--- src/logic/loop_ctrl_regs.vh ---
/*
 * Register offsets, field positions, reset values and window counts for the
 * loop lock-interrupt and low-power controller.
 * Assumes inclusion by bare name from design files under logic/ and from the checker under tb/.
 */
`ifndef LOOP_CTRL_REGS_VH
`define LOOP_CTRL_REGS_VH

// APB byte offsets
`define OFS_LOOP_CONTROL      12'h000
`define OFS_BANDWIDTH_CONTROL 12'h004
`define OFS_BREAK_FLAG        12'h008
`define OFS_STATUS            12'h00c

// Loop control register fields
`define BIT_IRQ_ENABLE        7
`define BIT_IRQ_FLAG          6
`define BIT_POWER_ON          5
`define BIT_BASE_SELECT       4

// Bandwidth control register fields
`define BIT_AUTO_MODE         7
`define BIT_LOCKED            6
`define BIT_TRACKING          5

// Break flag control register fields
`define BIT_BREAK_CLEAR_EN    7

// Status register fields
`define BIT_STAT_OUT_SRC      0
`define BIT_STAT_STOPPED      1

// Reset values
`define RST_IRQ_ENABLE        1'b0
`define RST_POWER_ON          1'b1
`define RST_BASE_SELECT       1'b0
`define RST_AUTO_MODE         1'b0
`define RST_MAN_TRACKING      1'b0
`define RST_BREAK_CLEAR_EN    1'b0

// Reference-cycle windows for tolerance evaluation
`define ACQ_WINDOW_CYCLES     8'd32
`define TRK_WINDOW_CYCLES     8'd64
`define WINDOW_W              8

`endif

--- src/logic/tolerance_window.v ---
/*
 * Tolerance window evaluator: a frequency-error tolerance input must stay
 * good for a whole window of reference ticks before the verdict rises.
 * Assumes refTick and withinTol are synchronous to sys_clk.
 */
`timescale 1ns/1ps
`include "loop_ctrl_regs.vh"

module tolerance_window (
    input  wire                 sys_clk,    // System clock
    input  wire                 srst,       // Synchronous reset
    input  wire                 enable,     // Evaluation active
    input  wire                 refTick,    // One reference clock cycle
    input  wire                 withinTol,  // Error inside tolerance now
    input  wire [`WINDOW_W-1:0] windowLen,  // Window length in ticks
    output reg                  passed      // Whole window was in tolerance
);

    reg [`WINDOW_W-1:0] count_reg;  // Ticks seen in current window
    reg                 good_reg;   // Tolerance held so far this window

    ////////////////////////////////////////////////////////////////////////
    // Verdict changes only at window boundaries or when evaluation is disabled
    always @(posedge sys_clk) begin
        if (srst || !enable) begin
            count_reg <= {`WINDOW_W{1'b0}};
            good_reg  <= 1'b1;
            passed    <= 1'b0;
        end else if (refTick) begin
            if (count_reg == windowLen - 1'b1) begin
                // Boundary: publish verdict, start next window
                passed    <= good_reg && withinTol;
                count_reg <= {`WINDOW_W{1'b0}};
                good_reg  <= 1'b1;
            end else begin
                count_reg <= count_reg + 1'b1;
                good_reg  <= good_reg && withinTol;
            end
        end
    end

endmodule // tolerance_window

--- src/logic/loop_lock_ctrl.v ---
/*
 * Loop lock-change interrupt, wait/stop behaviour, break-state flag
 * protection and automatic acquisition/lock signalling, with APB registers.
 * Assumes crystal/vco tick inputs and tolerance indications come from
 * outside the clock domain; all are synchronised here.
 */
// The APB slave port and the register addresses were left to the implementer.
// Operation
// - Lock change raises request in auto mode
// - Request reaches CPU only when enabled
// - Flag sets regardless of enable bit
// - Manual mode: no interrupt, flag reads zero
// - Vco select allowed while unlocked
// - Wait instruction leaves generator untouched
// - Oscillator enable low holds outputs low
// - Stop with vco selected clears select
// - After stop, crystal drives output, select clear
// - Break clears allowed when clear enable set
// - Clear enable zero protects flag in break
// - Tracking bit set on acquisition tolerance
// - Lock indicator set on lock tolerance
// - Acquisition judged over fixed reference window
// - Lock judged over separate fixed window
// - Control register read clears flag
// - Select refused while power off
`timescale 1ns/1ps
`include "loop_ctrl_regs.vh"

module loop_lock_ctrl (
    input  wire        sys_clk,               // System clock, 100 MHz
    input  wire        srst,                  // Synchronous reset, active high
    // APB slave
    input  wire        psel,                  // Slave select
    input  wire        penable,               // Access phase
    input  wire        pwrite,                // Write direction
    input  wire [11:0] paddr,                 // Byte address
    input  wire [31:0] pwdata,                // Write data
    output reg  [31:0] prdata,                // Read data
    output wire        pready,                // Always ready
    output wire        pslverr,               // Unmapped address
    // System integration unit
    input  wire        oscillator_enable_in,  // Low in stop mode
    input  wire        breakState,            // Processor in break state
    // Clock sources and loop analog status
    input  wire        crystalTick,           // Crystal clock level
    input  wire        vcoTick,               // Vco clock level
    input  wire        refTick,               // Reference divider level
    input  wire        acqTolGood,            // Error within tracking tolerance
    input  wire        lockTolGood,           // Error within lock tolerance
    // Outputs
    output reg         crystal_clock,         // Gated crystal clock
    output reg         generator_output_clock,// Halved selected clock
    output wire        generator_irq_out,     // Interrupt to CPU
    output reg         vco_clock,             // Gated vco clock
    output reg         loopPowered,           // Analog loop power on
    output reg         trackingBandwidth      // Tracking bandwidth to loop
);

    ////////////////////////////////////////////////////////////////////////
    // Synchronisers: first stage feeds only the second stage
    // Reset leaves every stage low; the stop detector needs a high-to-low
    // step, so leaving reset cannot fake a stop entry.
    reg [5:0] sync1_reg;  // First stage
    reg [5:0] sync2_reg;  // Second stage, safe to use
    always @(posedge sys_clk) begin
        if (srst) begin
            sync1_reg <= 6'h00;
            sync2_reg <= 6'h00;
        end else begin
            sync1_reg <= {oscillator_enable_in, crystalTick, vcoTick,
                          refTick, acqTolGood, lockTolGood};
            sync2_reg <= sync1_reg;
        end
    end
    wire oscEnS   = sync2_reg[5];  // Oscillator enable
    wire xtalS    = sync2_reg[4];  // Crystal level
    wire vcoS     = sync2_reg[3];  // Vco level
    wire refS     = sync2_reg[2];  // Reference level
    wire acqTolS  = sync2_reg[1];  // Tracking tolerance
    wire lockTolS = sync2_reg[0];  // Lock tolerance

    // Edge detect on synchronised levels; one-cycle enable pulses
    // Rising edges only; a source stuck high or low gives no pulses
    reg  xtalD_reg;  // Previous crystal level
    reg  vcoD_reg;   // Previous vco level
    reg  refD_reg;   // Previous reference level
    wire xtalRise = xtalS & ~xtalD_reg;
    wire vcoRise  = vcoS & ~vcoD_reg;
    wire refRise  = refS & ~refD_reg;
    always @(posedge sys_clk) begin
        if (srst) begin
            xtalD_reg <= 1'b0;
            vcoD_reg  <= 1'b0;
            refD_reg  <= 1'b0;
        end else begin
            xtalD_reg <= xtalS;
            vcoD_reg  <= vcoS;
            refD_reg  <= refS;
        end
    end

    ////////////////////////////////////////////////////////////////////////
    // Register state
    reg irqEnable_reg;      // loop_irq_enable
    reg irqFlag_reg;        // loop_irq_flag
    reg powerOn_reg;        // loop_power_on
    reg baseSelect_reg;     // base_clock_select
    reg autoMode_reg;       // Automatic bandwidth mode
    reg manTracking_reg;    // Manual tracking value, kept across auto mode
    reg breakClearEn_reg;   // break_clear_enable
    reg locked_reg;         // Phase-settled indicator
    reg tracking_reg;       // tracking_state_bit in auto mode
    reg lockedD_reg;        // Lock indicator one cycle ago

    // Address match against one register offset
    function addrHit;
        input [11:0] addr;  // Bus address
        input [11:0] ofs;   // Register offset
        begin
            addrHit = (addr == ofs);
        end
    endfunction

    // Bus decode
    // One access cycle only: writes and flag clears both land on the
    // edge that ends it.
    wire access   = psel & penable;  // Access phase; pready always high
    wire wrEn     = access & pwrite;
    wire rdEn     = access & ~pwrite;
    wire hitCtrl  = addrHit(paddr, `OFS_LOOP_CONTROL);
    wire hitBw    = addrHit(paddr, `OFS_BANDWIDTH_CONTROL);
    wire hitBrk   = addrHit(paddr, `OFS_BREAK_FLAG);
    wire hitStat  = addrHit(paddr, `OFS_STATUS);
    wire mapped   = hitCtrl | hitBw | hitBrk | hitStat;
    assign pready  = 1'b1;
    assign pslverr = access & ~mapped;

    // Stop entry edge
    reg  oscEnD_reg;  // Previous oscillator enable
    wire stopEnter = oscEnD_reg & ~oscEnS;

    ////////////////////////////////////////////////////////////////////////
    // Acquisition and lock evaluation, auto mode only
    // Windows restart whenever evaluation drops, so leaving auto mode
    // or stopping discards any partial verdict.
    wire acqPassed;   // Tracking window verdict
    wire lockPassed;  // Lock window verdict
    wire evalOn = autoMode_reg & powerOn_reg & oscEnS;

    tolerance_window acqWin (
        .sys_clk   (sys_clk),
        .srst      (srst),
        .enable    (evalOn),
        .refTick   (refRise),
        .withinTol (acqTolS),
        .windowLen (`ACQ_WINDOW_CYCLES),
        .passed    (acqPassed)
    );

    tolerance_window lockWin (
        .sys_clk   (sys_clk),
        .srst      (srst),
        .enable    (evalOn & tracking_reg),
        .refTick   (refRise),
        .withinTol (lockTolS),
        .windowLen (`TRK_WINDOW_CYCLES),
        .passed    (lockPassed)
    );

    // Tracking and lock state follow the window verdicts
    // Lock needs tracking first; losing tracking drops lock next cycle
    always @(posedge sys_clk) begin
        if (srst) begin
            tracking_reg <= 1'b0;
            locked_reg   <= 1'b0;
            lockedD_reg  <= 1'b0;
        end else begin
            tracking_reg <= evalOn & acqPassed;
            locked_reg   <= evalOn & tracking_reg & lockPassed;
            lockedD_reg  <= locked_reg;
        end
    end

    // Lock indicator toggled; counted only in auto mode
    wire lockChange = autoMode_reg & (locked_reg ^ lockedD_reg);

    ////////////////////////////////////////////////////////////////////////
    // Flag: set on every lock change in auto mode; cleared by control reads unless
    // the break state protects it. Set wins over clear.
    // A flag raised while stopped still reads back on recovery; the
    // interrupt line itself is gated by the stop level.
    wire ctrlRead  = rdEn & hitCtrl;
    wire clearOk   = ~breakState | breakClearEn_reg;
    always @(posedge sys_clk) begin
        if (srst) begin
            irqFlag_reg <= 1'b0;
        end else if (lockChange) begin
            irqFlag_reg <= 1'b1;
        end else if (ctrlRead && clearOk) begin
            irqFlag_reg <= 1'b0;
        end else if (!autoMode_reg) begin
            irqFlag_reg <= 1'b0;
        end
    end

    ////////////////////////////////////////////////////////////////////////
    // Control, bandwidth and break registers
    // Wait mode has no input here at all, so nothing changes on it
    // Stop outranks a write in the same cycle: the select bit must
    // never survive a stop, whatever software asked for.
    always @(posedge sys_clk) begin
        if (srst) begin
            irqEnable_reg    <= `RST_IRQ_ENABLE;
            powerOn_reg      <= `RST_POWER_ON;
            baseSelect_reg   <= `RST_BASE_SELECT;
            autoMode_reg     <= `RST_AUTO_MODE;
            manTracking_reg  <= `RST_MAN_TRACKING;
            breakClearEn_reg <= `RST_BREAK_CLEAR_EN;
            oscEnD_reg       <= 1'b0;
        end else begin
            oscEnD_reg <= oscEnS;
            if (stopEnter || !oscEnS) begin
                baseSelect_reg <= 1'b0;
            end else if (wrEn && hitCtrl) begin
                if (autoMode_reg)
                    irqEnable_reg <= pwdata[`BIT_IRQ_ENABLE];
                // Power cannot drop while the vco drives the output
                powerOn_reg <= pwdata[`BIT_POWER_ON] | baseSelect_reg;
                // No lock interlock, only the power interlock
                baseSelect_reg <= pwdata[`BIT_BASE_SELECT] & powerOn_reg;
            end
            if (wrEn && hitBw) begin
                autoMode_reg <= pwdata[`BIT_AUTO_MODE];
                if (!autoMode_reg)
                    manTracking_reg <= pwdata[`BIT_TRACKING];
            end
            if (wrEn && hitBrk)
                breakClearEn_reg <= pwdata[`BIT_BREAK_CLEAR_EN];
            if (!autoMode_reg && !(wrEn && hitCtrl))
                irqEnable_reg <= 1'b0;  // Enable reads zero in manual mode
        end
    end

    ////////////////////////////////////////////////////////////////////////
    // Read data register, captured during the setup phase
    // Captured at setup so the flag clear on the access edge cannot
    // race the value that software sees.
    always @(posedge sys_clk) begin
        if (srst) begin
            prdata <= 32'h00000000;
        end else if (psel && !penable && !pwrite) begin
            prdata <= 32'h00000000;
            if (hitCtrl) begin
                prdata[`BIT_IRQ_ENABLE]  <= irqEnable_reg;
                prdata[`BIT_IRQ_FLAG]    <= irqFlag_reg & autoMode_reg;
                prdata[`BIT_POWER_ON]    <= powerOn_reg;
                prdata[`BIT_BASE_SELECT] <= baseSelect_reg;
                prdata[3:0]              <= 4'hf;
            end else if (hitBw) begin
                prdata[`BIT_AUTO_MODE] <= autoMode_reg;
                prdata[`BIT_LOCKED]    <= locked_reg & autoMode_reg;
                prdata[`BIT_TRACKING]  <= autoMode_reg ? tracking_reg : manTracking_reg;
            end else if (hitBrk) begin
                prdata[`BIT_BREAK_CLEAR_EN] <= breakClearEn_reg;
            end else if (hitStat) begin
                prdata[`BIT_STAT_OUT_SRC] <= baseSelect_reg;
                prdata[`BIT_STAT_STOPPED] <= ~oscEnS;
            end
        end
    end

    ////////////////////////////////////////////////////////////////////////
    // Clock outputs: halved selected source, all held low in stop.
    // The source swap here is immediate; no glitch-free stasis is modelled.
    // Sources pass the synchronisers, so the output runs a few cycles
    // behind the pins; only its rate matters to the core.
    always @(posedge sys_clk) begin
        if (srst || !oscEnS) begin
            crystal_clock          <= 1'b0;
            vco_clock              <= 1'b0;
            generator_output_clock <= 1'b0;
            loopPowered            <= 1'b0;
            trackingBandwidth      <= 1'b0;
        end else begin
            crystal_clock     <= xtalS;
            vco_clock         <= vcoS & powerOn_reg;
            loopPowered       <= powerOn_reg;
            trackingBandwidth <= autoMode_reg ? tracking_reg : manTracking_reg;
            if (baseSelect_reg ? vcoRise : xtalRise)
                generator_output_clock <= ~generator_output_clock;
        end
    end

    // Interrupt level while flag and enable both set, gated by stop
    // Manual mode and stop both force the line low regardless of flag
    assign generator_irq_out = irqFlag_reg & irqEnable_reg & autoMode_reg & oscEnS;

endmodule // loop_lock_ctrl

--- config.mk ---
export PLATFORM = sky130hd
export DESIGN_NAME = loop_lock_ctrl
export DESIGN_NICKNAME = d
export VERILOG_FILES = /design/src/logic/tolerance_window.v /design/src/logic/loop_lock_ctrl.v
export VERILOG_INCLUDE_DIRS = /design/src /design/src/logic
export SDC_FILE = /design/constraint.sdc
export NUM_CORES = 1
export LEC_CHECK = 0
export BUFFER_PORTS_ARGS = -buffer_cell sky130_fd_sc_hd__buf_2
export CELL_PAD_IN_SITES_DETAIL_PLACEMENT = 1
export CELL_PAD_IN_SITES_GLOBAL_PLACEMENT = 1
export CORE_ASPECT_RATIO = 1.25
export CORE_UTILIZATION = 34
export CTS_BUF_LIST = sky130_fd_sc_hd__clkbuf_8 sky130_fd_sc_hd__clkbuf_16
export DETAILED_ROUTE_END_ITERATION = 16
export PLACE_DENSITY_LB_ADDON = 0.1
export SYNTH_ARGS = -nofsm -noshare
export SYNTH_HDL_FRONTEND = slang
export SYNTH_HIERARCHICAL = 1
export SYNTH_SLANG_ARGS = --single-unit
--- constraint.sdc ---
create_clock -name sys_clk -period 2 [get_ports sys_clk]
set_clock_uncertainty 0.15 [all_clocks]
set_input_delay 0.4 -clock sys_clk [delete_from_list [all_inputs] [get_ports sys_clk]]
set_output_delay 0.4 -clock sys_clk [all_outputs]
set_load 0.01 [all_outputs]
==> results of run 1 <==
-- synthesized netlist by cell type (2+ instances only) --
cell,n
a211oi_4,2
nand3b_1,4
dfxtp_1,57
a31oi_1,3
nand4_1,7
o21bai_1,2
nor2_1,15
or4_1,4
clkbuf_1,10
ha_1,4
and4_1,5
buf_4,26
and3_1,7
o22ai_1,4
conb_1,2
xor2_1,16
nand2_1,19
nor2b_1,19
mux2i_1,7
inv_1,13
or4_4,2
a211oi_1,2
nor3b_2,2
o21ai_0,14
buf_1,2
a41oi_1,2
nor3_1,17
or3_1,2
a211o_1,2
and2_1,2
nor4_1,6
o32ai_1,4
a211oi_2,2
a21oi_1,12
xnor2_1,18
nand2b_1,13
nand3_1,9
-- what timing repair did --
| item | in CTS | in global routing |
|---|---|---|
| endpoints found under the setup margin | 1 | 10 |
| gates resized for setup | 5 | 10 |
| pin swaps | 2 | 4 |
| buffers inserted | 1 | 0 |
-- layout by cell type (no fill, tap or decap), drive strengths merged, types with 2 or more instances in the layout --
cell    Yosys  routed
o21bai      2       2
nand3b      4       4
xnor2      18      18
nor2b      19      19
nand4       7       7
nor2       16      16
ha          4       4
inv        13      15
nand2      19      19
o22ai       4       4
dfxtp      57      57
nor3       17      17
nand2b     13      13
a211o       2       2
clkbuf     10       9
or4         6       6
clkinv      0       3
conb        2      87
a21oi      12      12
o32ai       4       4
nand3       9       9
nor3b       3       3
and4        5       5
and2        2       2
a31oi       3       3
or3         2       2
xor2       16      16
mux2i       7       7
a41oi       2       2
o21ai      14      14
and3        7       7
nor4        6       6
a211oi      6       6
buf        29      73
-- final timing paths --
check / startpoint / to / slack (ns) / depth (start not counted)
setup / recovery: paddr[4] / pslverr / -0.06 / 5
hold / removal: acqTolGood / sync1_reg[1] / 0.12 / 2
setup reg to reg: acqWin/count_reg[4] / acqWin/passed / 0.10 / 6
hold reg to reg: sync1_reg[2] / sync2_reg[2] / 0.28 / 1
-- stage by stage --
stage               utilization, %  setup TNS (ns)  worst slack [ns]
finish                        46.1         -0.0747           -0.0636
global route                  46.1          -0.133            -0.122
CTS                           45.6         -0.0568           -0.0568
detailed placement            43.1           -3.30            -0.338
global placement              43.1           -2.72            -0.293
floorplan                        -          -0.768            -0.174
-- area by class of cell --
class / instances / area [sq um]
flip-flops and latches: 57 / 1140
multi-input cells: 326 / 2010
repair buffers: 73 / 472
inverters: 13 / 48.8
clock inverters: 7 / 63.8
fillers: 1105 / 4690
well taps: 120 / 150
clock buffers: 9 / 124
-- power by group --
part / internal, uW / switching [uW]
sequential: 1150 / 4.29
combinational: 89.8 / 133
clock: 563 / 472
total: 1800 / 609
-- critical path: cells and delay by family --
family                 cells  cell delay [ns]
buffers and inverters      2             0.24
AND/OR/NAND/NOR            3             0.88
-- kinds of logic (layout without fill, tap and decap cells) --
kind of cell               Yosys count  count (layout)
AOI/OAI and AO/OA                   54              54
xor gates and xnor gates            34              34
adders and majority gates            4               4
buffers and inverters               52             102
DFF                                 57              57
muxes                                8               8
other                                2              87
and+or+nand+nor                    139             139
-- routing by layer --
layer  up-vias  track usage (%)  wire [um]
met5         -                0          0
met3         8             4.66        217
met4         0             6.31        109
met1      1288             16.0       2860
met2        46             30.9       4050
li1       1367                -          -
==> flow_summary.ini, run 1 <==
[run_status]
status = finished, violations left
violations = negative setup slack

[pwr]
ir_drop_mv = 0.478
powerDensity_nw_per_um2 = 601
power_uw = 2410
p_leak_uw = 0.00171

[placed_design]
hpwl_mm = 5.54
dp_cells = 589
portBuffers = 41
placed_area_sq_um = 3750
place_congestion = 0.797

[synthesis]
yosys.area.top_type = dfxtp_1
synth.distinct_cells = 50
synth_fa_ha_area_share_pct = 1.63
synth_area_leaders = dfxtp_1 (37%), buf_4 (6.4%), xnor2_1 (5.1%), xor2_1 (4.6%), nor2b_1 (3.9%)
yosys.area_share.simple_pct = 26.5
syn_avg_cell_area_sq_um = 8.77
synth_top_area_share_pct = 37.2
synth_top_family_by_area = simple AND/OR/NAND/NOR gates
ys_seq_area_share_pct = 37.2
syn_inst = 350
synthXorXnorAreaFrac_pct = 9.71
synth_ff_type = dfxtp_1
synth_compound_area_share_pct = 12.3
yosysWarningCount = 6
synth_mux_area_share_pct = 2.77
synthesis.area_sq_um = 3070
ys_ff_latch = 57
synth-edff-count = 0
synthArstFlopShare_pct = 0

[grt]
overflow = 0
grt_max_degree = 36
antenna_found_initial = 0
grt_pass1_wl_mm = 11.5
grt_usage_pct = 16.1
grt_pass1_vias = 2655

[clocking]
htree_num_levels = 3
cts.sinks = 57
clk_path_buf_depth = 2
cts_tree = done
clk_latency_ns = 0.34
cts_root_buffer = clkbuf_8
postCtsHoldBufs = 0
clk_pin_slew_ns = 0.07
cts_buffers = 9

[setup_path]
cp.required_ns = 1.45
crit_chain = buf_6 > or4_4 > nor4_4 > nor2_1 > buf_2
worstSetupStartpointType = input pin
cp_slowest_stage_delay_ns = 0.54
endpoint_kind = primary output
crit_path_top_delay_cell = or4_4
worstSetupPathType = input pin to primary output
arrival_ns = 1.51
crit_fanout = 2

[finish]
fin_nets = 540
area_growth_pct = 30.9
antenna_cells = 0
finalNonFillerCells = 605
final_area_sq_um = 4020
drive_above_1_share_pct = 22.7

[floorplanning]
start_util_pct = 35.3
row_count = 38
die-area_sq_um = 9410
core_sq_um = 8700
die_h_um = 108
design.portCount = 96
chipWidth_um = 87.0

[route]
avgViaCountPerCell = 4.48
drt-wirelength-per-cell_um = 12.0
wl_mm = 7.24
vias = 2709
ant_nets = 0
route.detailed.drc = 0
firstDrtPassIters = 4
drtIter0Drc = 87

[sta]
fin_ws_ns = -0.0636
min_period_ns = 2.06
setup-violations-final = 2
whs_ns = 0.118
fmax_mhz = 485
maxSlewViolCount = 0
finalHoldViolCount = 0
min_period_over_period_pct = 103
rsz0062_at_grt = true

[run]
max_cap_violations = 0

[worst_hold_path]
hold_class = input pin to flip-flop
No activity file was read; power rests on OpenSTA's default activity.
==> run 2: changes to the inputs <==
Settings changed: SKIP_CTS_REPAIR_TIMING set to 1.
==> flow_summary.ini, run 2 (synthesized netlist as in run 1, its figures left out) <==
[finish]
fin_nets = 541
drive_above_1_share_pct = 22.6
multi_input_area_sq_um = 1990
final_cell_mix = conb_1 (87), dfxtp_1 (54), buf_2 (40)
antenna_cells = 0
area_growth_pct = 30.3
fillCellCount = 1115
ff_latch_area_sq_um = 1140
finalNonFillerCells = 606
final_common_cell = conb_1
final_area_sq_um = 4000

[pwr]
p_seq_share_pct = 47.9
ir_drop_mv = 0.478
power.switching_uw = 604
pwr-share-clk_pct = 42.9
p_leak_uw = 0.00170
combPwrFrac_pct = 9.1
powerDensity_nw_per_um2 = 602
p_int_uw = 1800
power_switching_share_pct = 25.1
power_uw = 2410

[run_status]
violations = negative setup slack
status = finished, violations left

[sta]
finalHoldViolCount = 0
rsz0062_at_grt = true
maxSlewViolCount = 0
fmax_mhz = 463
fin_ws_ns = -0.159
tns_ns = -0.159
min_period_ns = 2.16
setup-violations-final = 1
min_period_over_period_pct = 108

[route]
vias = 2703
ant_nets = 0
drt-wirelength-per-cell_um = 11.7
route.detailed.drc = 0
wl_mm = 7.10
drtIter0Drc = 98
firstDrtPassIters = 3
avgViaCountPerCell = 4.46

[setup_path]
cp_slowest_stage_delay_ns = 0.53
endpoint_kind = primary output
reg2reg_to = acqWin/passed
r2r-start = acqWin/count_reg[4]
crit_start = paddr[4]
worstSetupPathType = input pin to primary output
worstSetupStartpointType = input pin
crit_fanout = 2
r2r_slack_ns = 0.10
crit_path_top_delay_cell = or4_4
arrival_ns = 1.61
crit_chain = buf_6 > or4_4 > nor4_2 > buf_4 > nor2_2 > buf_2
path_buf_inv = 3
crit_family = simple AND/OR/NAND/NOR gates
cp.required_ns = 1.45
rr_worst_depth = 6

[placed_design]
place_congestion = 0.797
dp_cells = 589
hpwl_mm = 5.54
placed_area_sq_um = 3750
portBuffers = 41

[clocking]
htree_num_levels = 3
cts_tree = done
clk_path_buf_depth = 2
clk_latency_ns = 0.34
cts.sinks = 57
cts_buffers = 9
cts_root_buffer = clkbuf_8
clk_pin_slew_ns = 0.07

[floorplanning]
chipWidth_um = 87.0
design.portCount = 96
start_util_pct = 35.3
die_h_um = 108
core_sq_um = 8700
die-area_sq_um = 9410
row_count = 38

[worst_hold_path]
hold_path_depth = 2
hold_class = input pin to flip-flop
min_from = acqTolGood
min_delay_worst_endpoint = sync1_reg[1]

[grt]
antenna_found_initial = 0
grt_max_degree = 36
overflow = 0
grt_usage_pct = 16.0
grt_pass1_wl_mm = 11.4
grt_pass1_vias = 2633

[run]
max_cap_violations = 0
-- run 2: cell count changes in the layout (fill, tap and decap cells not counted) --
cell     delta
nor4_1      +1
nor4_4      -2
buf_4       +1
nor4_2      +1
o31ai_1     +1
o31ai_2     -1
nor2_2      +1
nor2_1      -1
-- run 2: final cells by class --
cell class              count  share of cell area (%)
clock buffers               9                    3.10
multi-input cells         326                    49.7
well taps                 120                    3.76
flip-flops and latches     57                    28.6
repair buffers             74                    12.0
inverters                  13                    1.22
clock inverters             7                    1.60
-- run 2: worst max path at each step --
stage	cells after the start	end	slack, ns
4_1_cts	6	pslverr	-0.27
6_report	6	pslverr	-0.16
5_1_grt	6	pslverr	-0.17
3_3_place_gp	5	powerOn_reg	-0.29
3_5_place_dp	5	powerOn_reg	-0.34
2_1_floorplan	5	baseSelect_reg	-0.17
-- run 2: per-layer routing --
| layer | up-vias | wire length, um | track usage (%) |
|---|---|---|---|
| li1 | 1370 | - | - |
| met1 | 1289 | 2860 | 16.1 |
| met2 | 37 | 3980 | 30.6 |
| met3 | 7 | 178 | 4.66 |
| met4 | 0 | 77 | 5.71 |
| met5 | - | 0 | 0 |
-- run 2: power groups by stage --
stage / Sequential, uW / Combinational, uW / Clock, uW
global route: 1150 / 249 / 1120
global placement: 1180 / 202 / 0
detailed placement: 1180 / 206 / 0
floorplan: 1180 / 178 / 0
CTS: 1150 / 206 / 1080
finish: 1150 / 220 / 1030
-- run 2: metrics by stage --
step / worst slack (ns) / hold WS [ns] / util [%]
2_1_floorplan: -0.174 / 0.264 / -
3_3_place_gp: -0.293 / 0.270 / 43.1
3_5_place_dp: -0.338 / 0.275 / 43.1
4_1_cts: -0.273 / 0.0991 / 45.3
5_1_grt: -0.172 / 0.101 / 45.9
6_report: -0.159 / 0.119 / 45.9
